### config.mk
export PLATFORM = sky130hd
export DESIGN_NAME = ifb_top
export DESIGN_NICKNAME = d
export VERILOG_FILES = /design/src/verilog/ifb_pkg.sv /design/src/verilog/ifb_sync.sv /design/src/verilog/ifb_flag_reg.sv /design/src/verilog/ifb_top.sv
export VERILOG_INCLUDE_DIRS = /design/src /design/src/verilog
export SDC_FILE = /design/constraint.sdc
export NUM_CORES = 1
export LEC_CHECK = 0
export BUFFER_PORTS_ARGS = -buffer_cell sky130_fd_sc_hd__buf_2
export CAP_MARGIN = 10
export CORE_ASPECT_RATIO = 0.9
export CORE_MARGIN = 2
export CORE_UTILIZATION = 56
export CTS_CLUSTER_SIZE = 28
export DETAILED_ROUTE_END_ITERATION = 6
export PLACE_DENSITY = 0.81
export SLEW_MARGIN = 20
export SYNTH_ARGS = -nofsm -noshare
export SYNTH_HDL_FRONTEND = slang
export SYNTH_HIERARCHICAL = 1
export SYNTH_SLANG_ARGS = --single-unit
### constraint.sdc
create_clock -name clk_sys -period 2.8 [get_ports clk_sys]
set_input_delay 0.7 -clock clk_sys [delete_from_list [all_inputs] [get_ports clk_sys]]
set_output_delay 0.7 -clock clk_sys [all_outputs]
set_load 0.005 [all_outputs]
### src/verilog/ifb_cfg.svh
// Constants for the interrupt request flag bank: offsets, masks, reset values
// Operation
// - A flag reads 1 after its source requested, 0 while none occurred.
// - Unimplemented bits of all four flag registers always read zero.
// - Flags 0 high byte: converter 13, serial1 tx/rx 12/11, sport1 10/9, tmr3 8.
// - Flags 0 low: tmr2/cmp2/cap2 7/6/5, tmr1/cmp1/cap1 3/2/1, ext0 0.
// - Flags 1 high: serial2 tx/rx 15/14, ext2/tmr5/tmr4 13/12/11, cmp4/cmp3 10/9.
// - Flags 1 low: ext1 4, pin change 3, comparator 2, twi1 master/slave 1/0.
// - Flags 2: par port 13, cmp5 9, capture5/4/3 at 7/6/5, sport2 event 1, fault 0.
// - Flags 3: calendar 14, ext4 6, ext3 5, twi2 master 2, twi2 slave 1.
// - A source sets its flag; it stays set until software writes it clear.
// - Every flag bit resets to zero.
// - Sources map into the registers in one fixed order, ext0 first.
`ifndef IFB_CFG_SVH
`define IFB_CFG_SVH

`define IFB_ADDR_W 4
`define IFB_DATA_W 16
`define IFB_EXT_PINS 5

`define IFB_ADDR_FLAGS0 4'h0
`define IFB_ADDR_FLAGS1 4'h1
`define IFB_ADDR_FLAGS2 4'h2
`define IFB_ADDR_FLAGS3 4'h3
`define IFB_ADDR_OVR0 4'h4
`define IFB_ADDR_OVR1 4'h5
`define IFB_ADDR_OVR2 4'h6
`define IFB_ADDR_OVR3 4'h7
`define IFB_ADDR_EDGE_POL 4'h8
`define IFB_ADDR_PIN_LEVEL 4'h9

`define IFB_IMPL_MASK0 16'h3FEF
`define IFB_IMPL_MASK1 16'hFE1F
`define IFB_IMPL_MASK2 16'h22E3
`define IFB_IMPL_MASK3 16'h4066

`define IFB_FLAGS_RESET 16'h0000
`define IFB_EDGE_POL_RESET 5'h00

`endif

### src/verilog/ifb_pkg.sv
// Types shared by the interrupt request flag bank
package ifb_pkg;

    typedef struct packed {
        logic [3:0] addr;
        logic [15:0] wdata;
        logic wr;
        logic rd;
    } ifb_bus_req_t;

    // One-cycle request pulses from on-chip peripherals, same clock
    typedef struct packed {
        logic conv_done;
        logic serial1_tx;
        logic serial1_rx;
        logic sport1_event;
        logic sport1_fault;
        logic tmr3;
        logic tmr2;
        logic compare2;
        logic capture2;
        logic tmr1;
        logic compare1;
        logic capture1;
        logic serial2_tx;
        logic serial2_rx;
        logic tmr5;
        logic tmr4;
        logic compare4;
        logic compare3;
        logic pin_change;
        logic comparator;
        logic twi1_master;
        logic twi1_slave;
        logic par_port;
        logic compare5;
        logic capture5;
        logic capture4;
        logic capture3;
        logic sport2_event;
        logic sport2_fault;
        logic calendar;
        logic twi2_master;
        logic twi2_slave;
    } ifb_periph_req_t;

endpackage

### src/verilog/ifb_sync.sv
// Two-flop synchroniser for asynchronous pin levels
`timescale 1ns/1ps
module ifb_sync #(
    parameter int WIDTH = 5
) (
    input wire logic clk_sys,
    input wire logic rst_n,
    input wire logic [WIDTH-1:0] async_in,
    output logic [WIDTH-1:0] sync_out
);
    logic [WIDTH-1:0] meta;

    always_ff @(posedge clk_sys) begin
        if (!rst_n) begin
            meta <= '0;
            sync_out <= '0;
        end else begin
            meta <= async_in;
            sync_out <= meta;
        end
    end
endmodule

### src/verilog/ifb_flag_reg.sv
// One 16-bit request flag register with its overrun companion
`timescale 1ns/1ps
`include "ifb_cfg.svh"
module ifb_flag_reg #(
    parameter logic [15:0] IMPL_MASK = 16'h0000
) (
    input wire logic clk_sys,
    input wire logic rst_n,
    input wire logic wr_flags,
    input wire logic wr_ovr,
    input wire logic [15:0] wdata,
    input wire logic [15:0] set_req,
    output logic [15:0] flags,
    output logic [15:0] overrun
);
    logic [15:0] next_flags;
    logic [15:0] next_overrun;

    // Written value replaces the flags, then requests are ORed on top
    assign next_flags = ((wr_flags ? wdata : flags) | set_req) & IMPL_MASK;
    // Request landing on an already pending flag; write 1 clears
    assign next_overrun = ((wr_ovr ? (overrun & ~wdata) : overrun) | (set_req & flags)) & IMPL_MASK;

    always_ff @(posedge clk_sys) begin
        if (!rst_n) begin
            flags <= `IFB_FLAGS_RESET;
            overrun <= `IFB_FLAGS_RESET;
        end else begin
            flags <= next_flags;
            overrun <= next_overrun;
        end
    end
endmodule

### src/verilog/ifb_top.sv
// Interrupt request flag bank: four flag registers, pin edge capture, register port
`timescale 1ns/1ps
`include "ifb_cfg.svh"
module ifb_top (
    input wire logic clk_sys,
    input wire logic rst_n,
    input wire ifb_pkg::ifb_bus_req_t bus_req,
    output logic [15:0] rd_data,
    input wire ifb_pkg::ifb_periph_req_t periph_req,
    input wire logic [4:0] ext_pin,
    output logic conv_done_flag,
    output logic serial1_tx_flag,
    output logic serial1_rx_flag,
    output logic sport1_event_flag,
    output logic sport1_fault_flag,
    output logic tmr3_flag,
    output logic tmr2_flag,
    output logic compare2_flag,
    output logic capture2_flag,
    output logic tmr1_flag,
    output logic compare1_flag,
    output logic capture1_flag,
    output logic ext_irq0_flag,
    output logic serial2_tx_flag,
    output logic serial2_rx_flag,
    output logic ext_irq2_flag,
    output logic tmr5_flag,
    output logic tmr4_flag,
    output logic compare4_flag,
    output logic compare3_flag,
    output logic ext_irq1_flag,
    output logic pin_change_flag,
    output logic comparator_flag,
    output logic twi1_master_flag,
    output logic twi1_slave_flag,
    output logic par_port_flag,
    output logic compare5_flag,
    output logic capture5_flag,
    output logic capture4_flag,
    output logic capture3_flag,
    output logic sport2_event_flag,
    output logic sport2_fault_flag,
    output logic calendar_flag,
    output logic ext_irq4_flag,
    output logic ext_irq3_flag,
    output logic twi2_master_flag,
    output logic twi2_slave_flag,
    output logic any_flag_pending
);
    localparam int NREG = 4;
    localparam logic [63:0] IMPL_MASKS = {
        `IFB_IMPL_MASK3,
        `IFB_IMPL_MASK2,
        `IFB_IMPL_MASK1,
        `IFB_IMPL_MASK0
    };

    // External pin path
    logic [4:0] pin_level;
    logic [4:0] pin_prev;
    logic [4:0] edge_pol;
    logic [4:0] pin_rise;
    logic [4:0] pin_fall;
    logic [4:0] ext_evt;

    // Register port decode
    logic is_flags;
    logic is_ovr;
    logic [1:0] reg_idx;
    logic wr_edge_pol;
    logic [3:0] wr_flags_sel;
    logic [3:0] wr_ovr_sel;

    // Flag storage
    logic [NREG-1:0][15:0] set_vec;
    logic [NREG-1:0][15:0] flags;
    logic [NREG-1:0][15:0] overrun;

    logic [15:0] read_mux;
    logic [15:0] next_rd_data;
    logic next_any_pending;

    // Pins come from outside the clock domain
    ifb_sync #(
        .WIDTH(`IFB_EXT_PINS)
    ) u_pin_sync (
        .clk_sys(clk_sys),
        .rst_n(rst_n),
        .async_in(ext_pin),
        .sync_out(pin_level)
    );

    // Edge select per pin: 0 rising, 1 falling
    assign pin_rise = pin_level & ~pin_prev;
    assign pin_fall = ~pin_level & pin_prev;
    assign ext_evt = (pin_fall & edge_pol) | (pin_rise & ~edge_pol);

    always_ff @(posedge clk_sys) begin
        if (!rst_n) begin
            pin_prev <= 5'h00;
        end else begin
            pin_prev <= pin_level;
        end
    end

    // Register port decode
    assign is_flags = (bus_req.addr[3:2] == 2'h0);
    assign is_ovr = (bus_req.addr[3:2] == 2'h1);
    assign reg_idx = bus_req.addr[1:0];
    assign wr_edge_pol = bus_req.wr && (bus_req.addr == `IFB_ADDR_EDGE_POL);

    always_ff @(posedge clk_sys) begin
        if (!rst_n) begin
            edge_pol <= `IFB_EDGE_POL_RESET;
        end else if (wr_edge_pol) begin
            edge_pol <= bus_req.wdata[4:0];
        end
    end

    // Source order: external interrupt zero holds the first position
    assign set_vec[0] = {
        2'h0,
        periph_req.conv_done,
        periph_req.serial1_tx,
        periph_req.serial1_rx,
        periph_req.sport1_event,
        periph_req.sport1_fault,
        periph_req.tmr3,
        periph_req.tmr2,
        periph_req.compare2,
        periph_req.capture2,
        1'h0,
        periph_req.tmr1,
        periph_req.compare1,
        periph_req.capture1,
        ext_evt[0]
    };
    assign set_vec[1] = {
        periph_req.serial2_tx,
        periph_req.serial2_rx,
        ext_evt[2],
        periph_req.tmr5,
        periph_req.tmr4,
        periph_req.compare4,
        periph_req.compare3,
        4'h0,
        ext_evt[1],
        periph_req.pin_change,
        periph_req.comparator,
        periph_req.twi1_master,
        periph_req.twi1_slave
    };
    assign set_vec[2] = {
        2'h0,
        periph_req.par_port,
        3'h0,
        periph_req.compare5,
        1'h0,
        periph_req.capture5,
        periph_req.capture4,
        periph_req.capture3,
        3'h0,
        periph_req.sport2_event,
        periph_req.sport2_fault
    };
    assign set_vec[3] = {
        1'h0,
        periph_req.calendar,
        7'h00,
        ext_evt[4],
        ext_evt[3],
        2'h0,
        periph_req.twi2_master,
        periph_req.twi2_slave,
        1'h0
    };

    genvar gi;
    generate
        for (gi = 0; gi < NREG; gi++) begin : g_reg
            assign wr_flags_sel[gi] = bus_req.wr && is_flags && (reg_idx == 2'(gi));
            assign wr_ovr_sel[gi] = bus_req.wr && is_ovr && (reg_idx == 2'(gi));

            // Mask also forces unimplemented positions to zero
            ifb_flag_reg #(
                .IMPL_MASK(IMPL_MASKS[16*gi +: 16])
            ) u_flag_reg (
                .clk_sys(clk_sys),
                .rst_n(rst_n),
                .wr_flags(wr_flags_sel[gi]),
                .wr_ovr(wr_ovr_sel[gi]),
                .wdata(bus_req.wdata),
                .set_req(set_vec[gi]),
                .flags(flags[gi]),
                .overrun(overrun[gi])
            );
        end
    endgenerate

    // Read path; unmapped addresses read zero
    assign read_mux = is_flags ? flags[reg_idx] :
                      is_ovr ? overrun[reg_idx] :
                      (bus_req.addr == `IFB_ADDR_EDGE_POL) ? {11'h000, edge_pol} :
                      (bus_req.addr == `IFB_ADDR_PIN_LEVEL) ? {11'h000, pin_level} :
                      16'h0000;
    // Data only in the cycle after the strobe
    assign next_rd_data = bus_req.rd ? read_mux : 16'h0000;
    assign next_any_pending = |{flags[3], flags[2], flags[1], flags[0]};

    always_ff @(posedge clk_sys) begin
        if (!rst_n) begin
            rd_data <= 16'h0000;
            any_flag_pending <= 1'h0;
        end else begin
            rd_data <= next_rd_data;
            any_flag_pending <= next_any_pending;
        end
    end

    // Per-source flag outputs, straight from the flag flops
    assign conv_done_flag = flags[0][13];
    assign serial1_tx_flag = flags[0][12];
    assign serial1_rx_flag = flags[0][11];
    assign sport1_event_flag = flags[0][10];
    assign sport1_fault_flag = flags[0][9];
    assign tmr3_flag = flags[0][8];
    assign tmr2_flag = flags[0][7];
    assign compare2_flag = flags[0][6];
    assign capture2_flag = flags[0][5];
    assign tmr1_flag = flags[0][3];
    assign compare1_flag = flags[0][2];
    assign capture1_flag = flags[0][1];
    assign ext_irq0_flag = flags[0][0];
    assign serial2_tx_flag = flags[1][15];
    assign serial2_rx_flag = flags[1][14];
    assign ext_irq2_flag = flags[1][13];
    assign tmr5_flag = flags[1][12];
    assign tmr4_flag = flags[1][11];
    assign compare4_flag = flags[1][10];
    assign compare3_flag = flags[1][9];
    assign ext_irq1_flag = flags[1][4];
    assign pin_change_flag = flags[1][3];
    assign comparator_flag = flags[1][2];
    assign twi1_master_flag = flags[1][1];
    assign twi1_slave_flag = flags[1][0];
    assign par_port_flag = flags[2][13];
    assign compare5_flag = flags[2][9];
    assign capture5_flag = flags[2][7];
    assign capture4_flag = flags[2][6];
    assign capture3_flag = flags[2][5];
    assign sport2_event_flag = flags[2][1];
    assign sport2_fault_flag = flags[2][0];
    assign calendar_flag = flags[3][14];
    assign ext_irq4_flag = flags[3][6];
    assign ext_irq3_flag = flags[3][5];
    assign twi2_master_flag = flags[3][2];
    assign twi2_slave_flag = flags[3][1];
endmodule

* Word-level counts from Yosys, hierarchy flattened
Cells that the tools add are included.
Operators by class: $lt $le $gt $ge 1, eq/ne operators 6, muxes and demuxes 16, bitwise operators 25, reductions and logical operators 15
Operator list (number):
- 2-to-1 mux 16 bit | 6
- binary-select mux 16 bit (select 2 bit) | 2
- OR reduction 64 bit | 1
- bitwise AND 14 bit | 4
- 2-to-1 mux 14 bit | 4
- OR 14 bit | 4
- bitwise AND 16 bit | 2
- OR 16 bit | 2
- bitwise AND 15 bit | 2
- 2-to-1 mux 15 bit | 2
- OR 15 bit | 2
- bitwise AND 5 bit | 4
- inverter 16 bit | 1
- inverter 5 bit | 3
- logical AND 1 bit | 11
- 2-to-1 mux 5 bit | 2
- == test 4 bit (second input constant) | 2
- OR 5 bit | 1
- == test 2 x 1 -> 1 bit (second input constant) | 2
- == test 2 bit (second input constant) | 2
- zero test 2 bit | 2
- less-than comparator 2 x 3 -> 1 bit (second input constant) | 1
- AND reduction 2 bit | 1
Storage, ports and cells: register bits 119, input bits 61, output and inout bits 54, logic and storage cells 79

* Logic depth before layout (Yosys ltp)
depth after elaboration 6, mapped depth 7, gate-level depth less buffers 5

* Hierarchy
The synthesis kept the hierarchy.
By module, submodules not included:
- ifb_top | times used 1, cells each 199, area each 2194.6 um2, seq. area each 540.5 um2
- ifb_flag_reg (g_reg[0].u_flag_reg) | times used 1, cells each 102, area each 1151.1 um2, seq. area each 520.5 um2
- ifb_flag_reg (g_reg[1].u_flag_reg) | times used 1, cells each 97, area each 1086.0 um2, seq. area each 480.5 um2
- ifb_flag_reg (g_reg[2].u_flag_reg) | times used 1, cells each 70, area each 742.0 um2, seq. area each 280.3 um2
- ifb_flag_reg (g_reg[3].u_flag_reg) | times used 1, cells each 59, area each 573.0 um2, seq. area each 200.2 um2
- ifb_sync | times used 1, cells each 20, area each 262.8 um2, seq. area each 200.2 um2

* Worst setup path after synthesis
No wires, ideal clock.
path type input port to flip-flop, from in bus_req[1] (netlist bit), to reg g_reg[0].u_flag_reg.flags[10], library setup time 0.115 ns, data arrival time 2.131 ns, required time 2.685 ns, slack 0.555 ns, cell stages on the path 6, buffers on the path 2, path through clkbuf_1 nand2_1 nor3_1 buf_6 mux2_4 o21a_1
On the way: longest elaborated chain between the ends 4
Ends and longest elaborated chain:
- start: declaration | RTL line ifb_top.sv:7 | input wire ifb_pkg::ifb_bus_req_t bus_req,
- logical AND 1 bit (2 in a row) | RTL line ifb_top.sv:181 | assign wr_flags_sel[gi] = bus_req.wr && is_flags && (reg_idx == 2'(gi));
- via wr_flags_sel[0] | RTL line ifb_top.sv:71 | logic [3:0] wr_flags_sel;
- 2-to-1 mux 14 bit | RTL line ifb_flag_reg.sv:20 | assign next_flags = ((wr_flags ? wdata : flags) | set_req) & IMPL_MASK;
- OR 14 bit | RTL line ifb_flag_reg.sv:20
- end signal: assignment | RTL line ifb_flag_reg.sv:26 | flags <= `IFB_FLAGS_RESET;
- end signal: assignment | RTL line ifb_flag_reg.sv:29 | flags <= next_flags;
- end: declaration | RTL line ifb_flag_reg.sv:13 | output logic [15:0] flags,
The timed path passes the listed nets, and every way through them passes these cells. A chain may end at the register's enable or synchronous reset.

* Final worst setup path
from in bus_req[21] (netlist bit), to reg g_reg[1].u_flag_reg.overrun[14]
On the way: longest elaborated chain between the ends 5
Ends and longest elaborated chain:
- == test 2 x 1 -> 1 bit | RTL line ifb_top.sv:108 | assign is_ovr = (bus_req.addr[3:2] == 2'h1);
- logical AND 1 bit (2 in a row) | RTL line ifb_top.sv:182 | assign wr_ovr_sel[gi] = bus_req.wr && is_ovr && (reg_idx == 2'(gi));
- via wr_ovr_sel[1] | RTL line ifb_top.sv:72 | logic [3:0] wr_ovr_sel;
- 2-to-1 mux 16 bit | RTL line ifb_flag_reg.sv:22 | assign next_overrun = ((wr_ovr ? (overrun & ~wdata) : overrun) | (set_req & flags)) & IMPL_MASK;
- OR 16 bit | RTL line ifb_flag_reg.sv:22
- end signal: assignment | RTL line ifb_flag_reg.sv:27 | overrun <= `IFB_FLAGS_RESET;
- end signal: assignment | RTL line ifb_flag_reg.sv:30 | overrun <= next_overrun;
- end: declaration | RTL line ifb_flag_reg.sv:14 | output logic [15:0] overrun
The timed path passes the listed nets, and every way through them passes these cells.

==> flow_summary.ini <==
[run_status]
status = finished with violations
violations = design-rule violations

[cts]
root_buffer = clkbuf_16
cts_max_level = 3
clkTransAtPathRegs_ns = 0.08
post_cts_resize_count = 0
cts_buffers = 9
cts_sinks = 111
cts_tree = done
cts.path.max_buffers = 2
ctsHoldBuffers = 0
clkLatencyLatePin_ns = 0.35
cts_setup_buffers = 0

[die]
core-area_mm2 = 0.01033
initial_utilization = 0.5811
fp.dieW_um = 113.2
die_h_um = 102.2
io_pins = 115
fp-row-count = 35
die-area_mm2 = 0.01157

[synth]
yosys_warnings = 6
syn_area_mm2 = 0.006006
syn_area_per_cell_um2 = 11.00
netlist_instances = 546

[finish]
nets = 716
nFillCells = 842
multiInputGateArea_mm2 = 0.003374
syn_to_final_growth_pct = 12.04
final_cell_count_no_fill = 789
design_area_mm2 = 0.006729
register_area_mm2 = 0.002222
postLayoutCoreUtil = 0.6511
drive_gt1_frac = 0.3621
antenna_cells = 0

[critical_path]
worstPathRequired_ns = 3.03
path_class = primary input to register
arrival_ns = 2.48
end_kind = register
cp_max_fo = 12
startpoint_type = primary input
reg2reg_slack_ns = 1.18

[route]
wl_per_cell_um = 18.78
first_iter_violations = 281
ant_nets = 0
via_count = 4538
drc = 6
routed_wl_um = 14810
viasPerCell = 5.752
drt_first_pass_iters = 7

[sta]
final_max_slew_viol_count = 0
finalCritPeriodShare = 0.8026
finalHoldViolCount = 0
relSlewSlack = 0.2848
fin_skew_ns = 0.007057
period_needed_ns = 2.247
max_freq_mhz = 445.0
grt_setup_unrepaired = no
setup_violations = 0
setup-tns-final_ns = 0
worstMarginPinSlew_ns = 1.069

[placed_design]
dpl.cell_count = 773
port_buffers = 114
place_area_mm2 = 0.006446
globalplace.congestion = 0.8712
hpwl_um = 10790

[power_and_ir_drop]
powerDensity_mw_per_mm2 = 518.8
vdd_drop_max_mv = 0.3790
p_leak_nw = 2.939

[grt]
antenna_found_initial = 0
grt_pass1_vias = 4573
grt_usage = 0.2601
grt_max_degree = 96
grt_pass1_wl_um = 23160
overflow = 0

[job]
maxCapViolations = 0

[hold_path]
min_path_type = register to register
==> cell usage in the layout (no fill, tap or decap), types with 2 or more instances in the layout <==
| master | instances |
|---|---|
| nand2b_1 | 7 |
| a21boi_1 | 10 |
| mux2_2 | 5 |
| conb_1 | 54 |
| a31oi_1 | 5 |
| clkbuf_16 | 9 |
| mux2i_1 | 11 |
| and2_1 | 15 |
| and3_1 | 5 |
| nor3_2 | 2 |
| mux4_2 | 22 |
| a22oi_1 | 10 |
| nor2_1 | 18 |
| a21boi_0 | 32 |
| mux2_4 | 27 |
| nand4_1 | 4 |
| o21a_1 | 42 |
| o21ai_0 | 5 |
| buf_4 | 13 |
| clkinvlp_4 | 2 |
| nor4_1 | 16 |
| a21bo_2 | 35 |
| dfxtp_1 | 111 |
| nand2_1 | 46 |
| nand3b_1 | 5 |
| buf_2 | 114 |
| mux2_1 | 15 |
| a21bo_1 | 2 |
| clkinv_4 | 2 |
| mux4_1 | 5 |
==> stage by stage <==
stage | setup slack [ns] | hold WS (ns) | total power, mW
global route | 0.5327 | 0.4427 | 3.625
global placement | 0.4325 | 0.4177 | 2.269
finish | 0.5527 | 0.4285 | 3.491
floorplan | 0.5548 | 0.4057 | 2.154
detailed placement | 0.2768 | 0.4156 | 2.291
CTS | 0.6506 | 0.4330 | 3.496
==> critical path, stage by stage <==
cell and delay, ns:
buf_2 0.14, and2b_2 0.29, nand2_1 0.13, nor2_1 0.84
a21bo_2 0.28, a21boi_0 0.10
==> registers in the layout, indices dropped and copies added, names as in the netlist <==
| signal | count |
|---|---|
| any_flag_pending | 1 |
| edge_pol | 5 |
| g.u_flag_reg/flags | 37 |
| g.u_flag_reg/overrun | 37 |
| pin_prev | 5 |
| rd_data | 16 |
| u_pin_sync/meta | 5 |
| u_pin_sync/sync_out | 5 |
==> routing by layer <==
layer | vias up | part of all wire | global-route usage | routed length (µm)
met5 | - | 0 | 0 | 0
met4 | 0 | 0.022 | 0.08724 | 319
met3 | 29 | 0.093 | 0.08660 | 1381
li1 | 2097 | - | - | -
met1 | 2211 | 0.42 | 0.3291 | 6264
met2 | 201 | 0.46 | 0.4238 | 6849
==> worst paths after layout <==
path              cells after the start                         endpoint                          from
setup / recovery                      6  g_reg[1].u_flag_reg/overrun[14]                   bus_req[21]
hold / removal                        1           u_pin_sync/sync_out[3]            u_pin_sync/meta[3]
setup reg to reg                      3                 any_flag_pending  g_reg[2].u_flag_reg/flags[7]
hold reg to reg                       1           u_pin_sync/sync_out[3]            u_pin_sync/meta[3]
==> layout make-up <==
cell class                 instances  area share
clock inverter                     7    0.008553
multi-input combinational        405      0.5015
sequential                       111      0.3302
timing repair buffer             128      0.1023
clock buffer                       9     0.03347
tap                              129     0.02399
==> report_power, final <==
part / switching, mW / total [mW] / internal [mW]
clock: 0.608 / 1.22 / 0.615
sequential: 0.0850 / 1.75 / 1.67
combinational: 0.229 / 0.518 / 0.289
total: 0.922 / 3.49 / 2.57
Note: power is estimated with default switching activity, not from simulation.
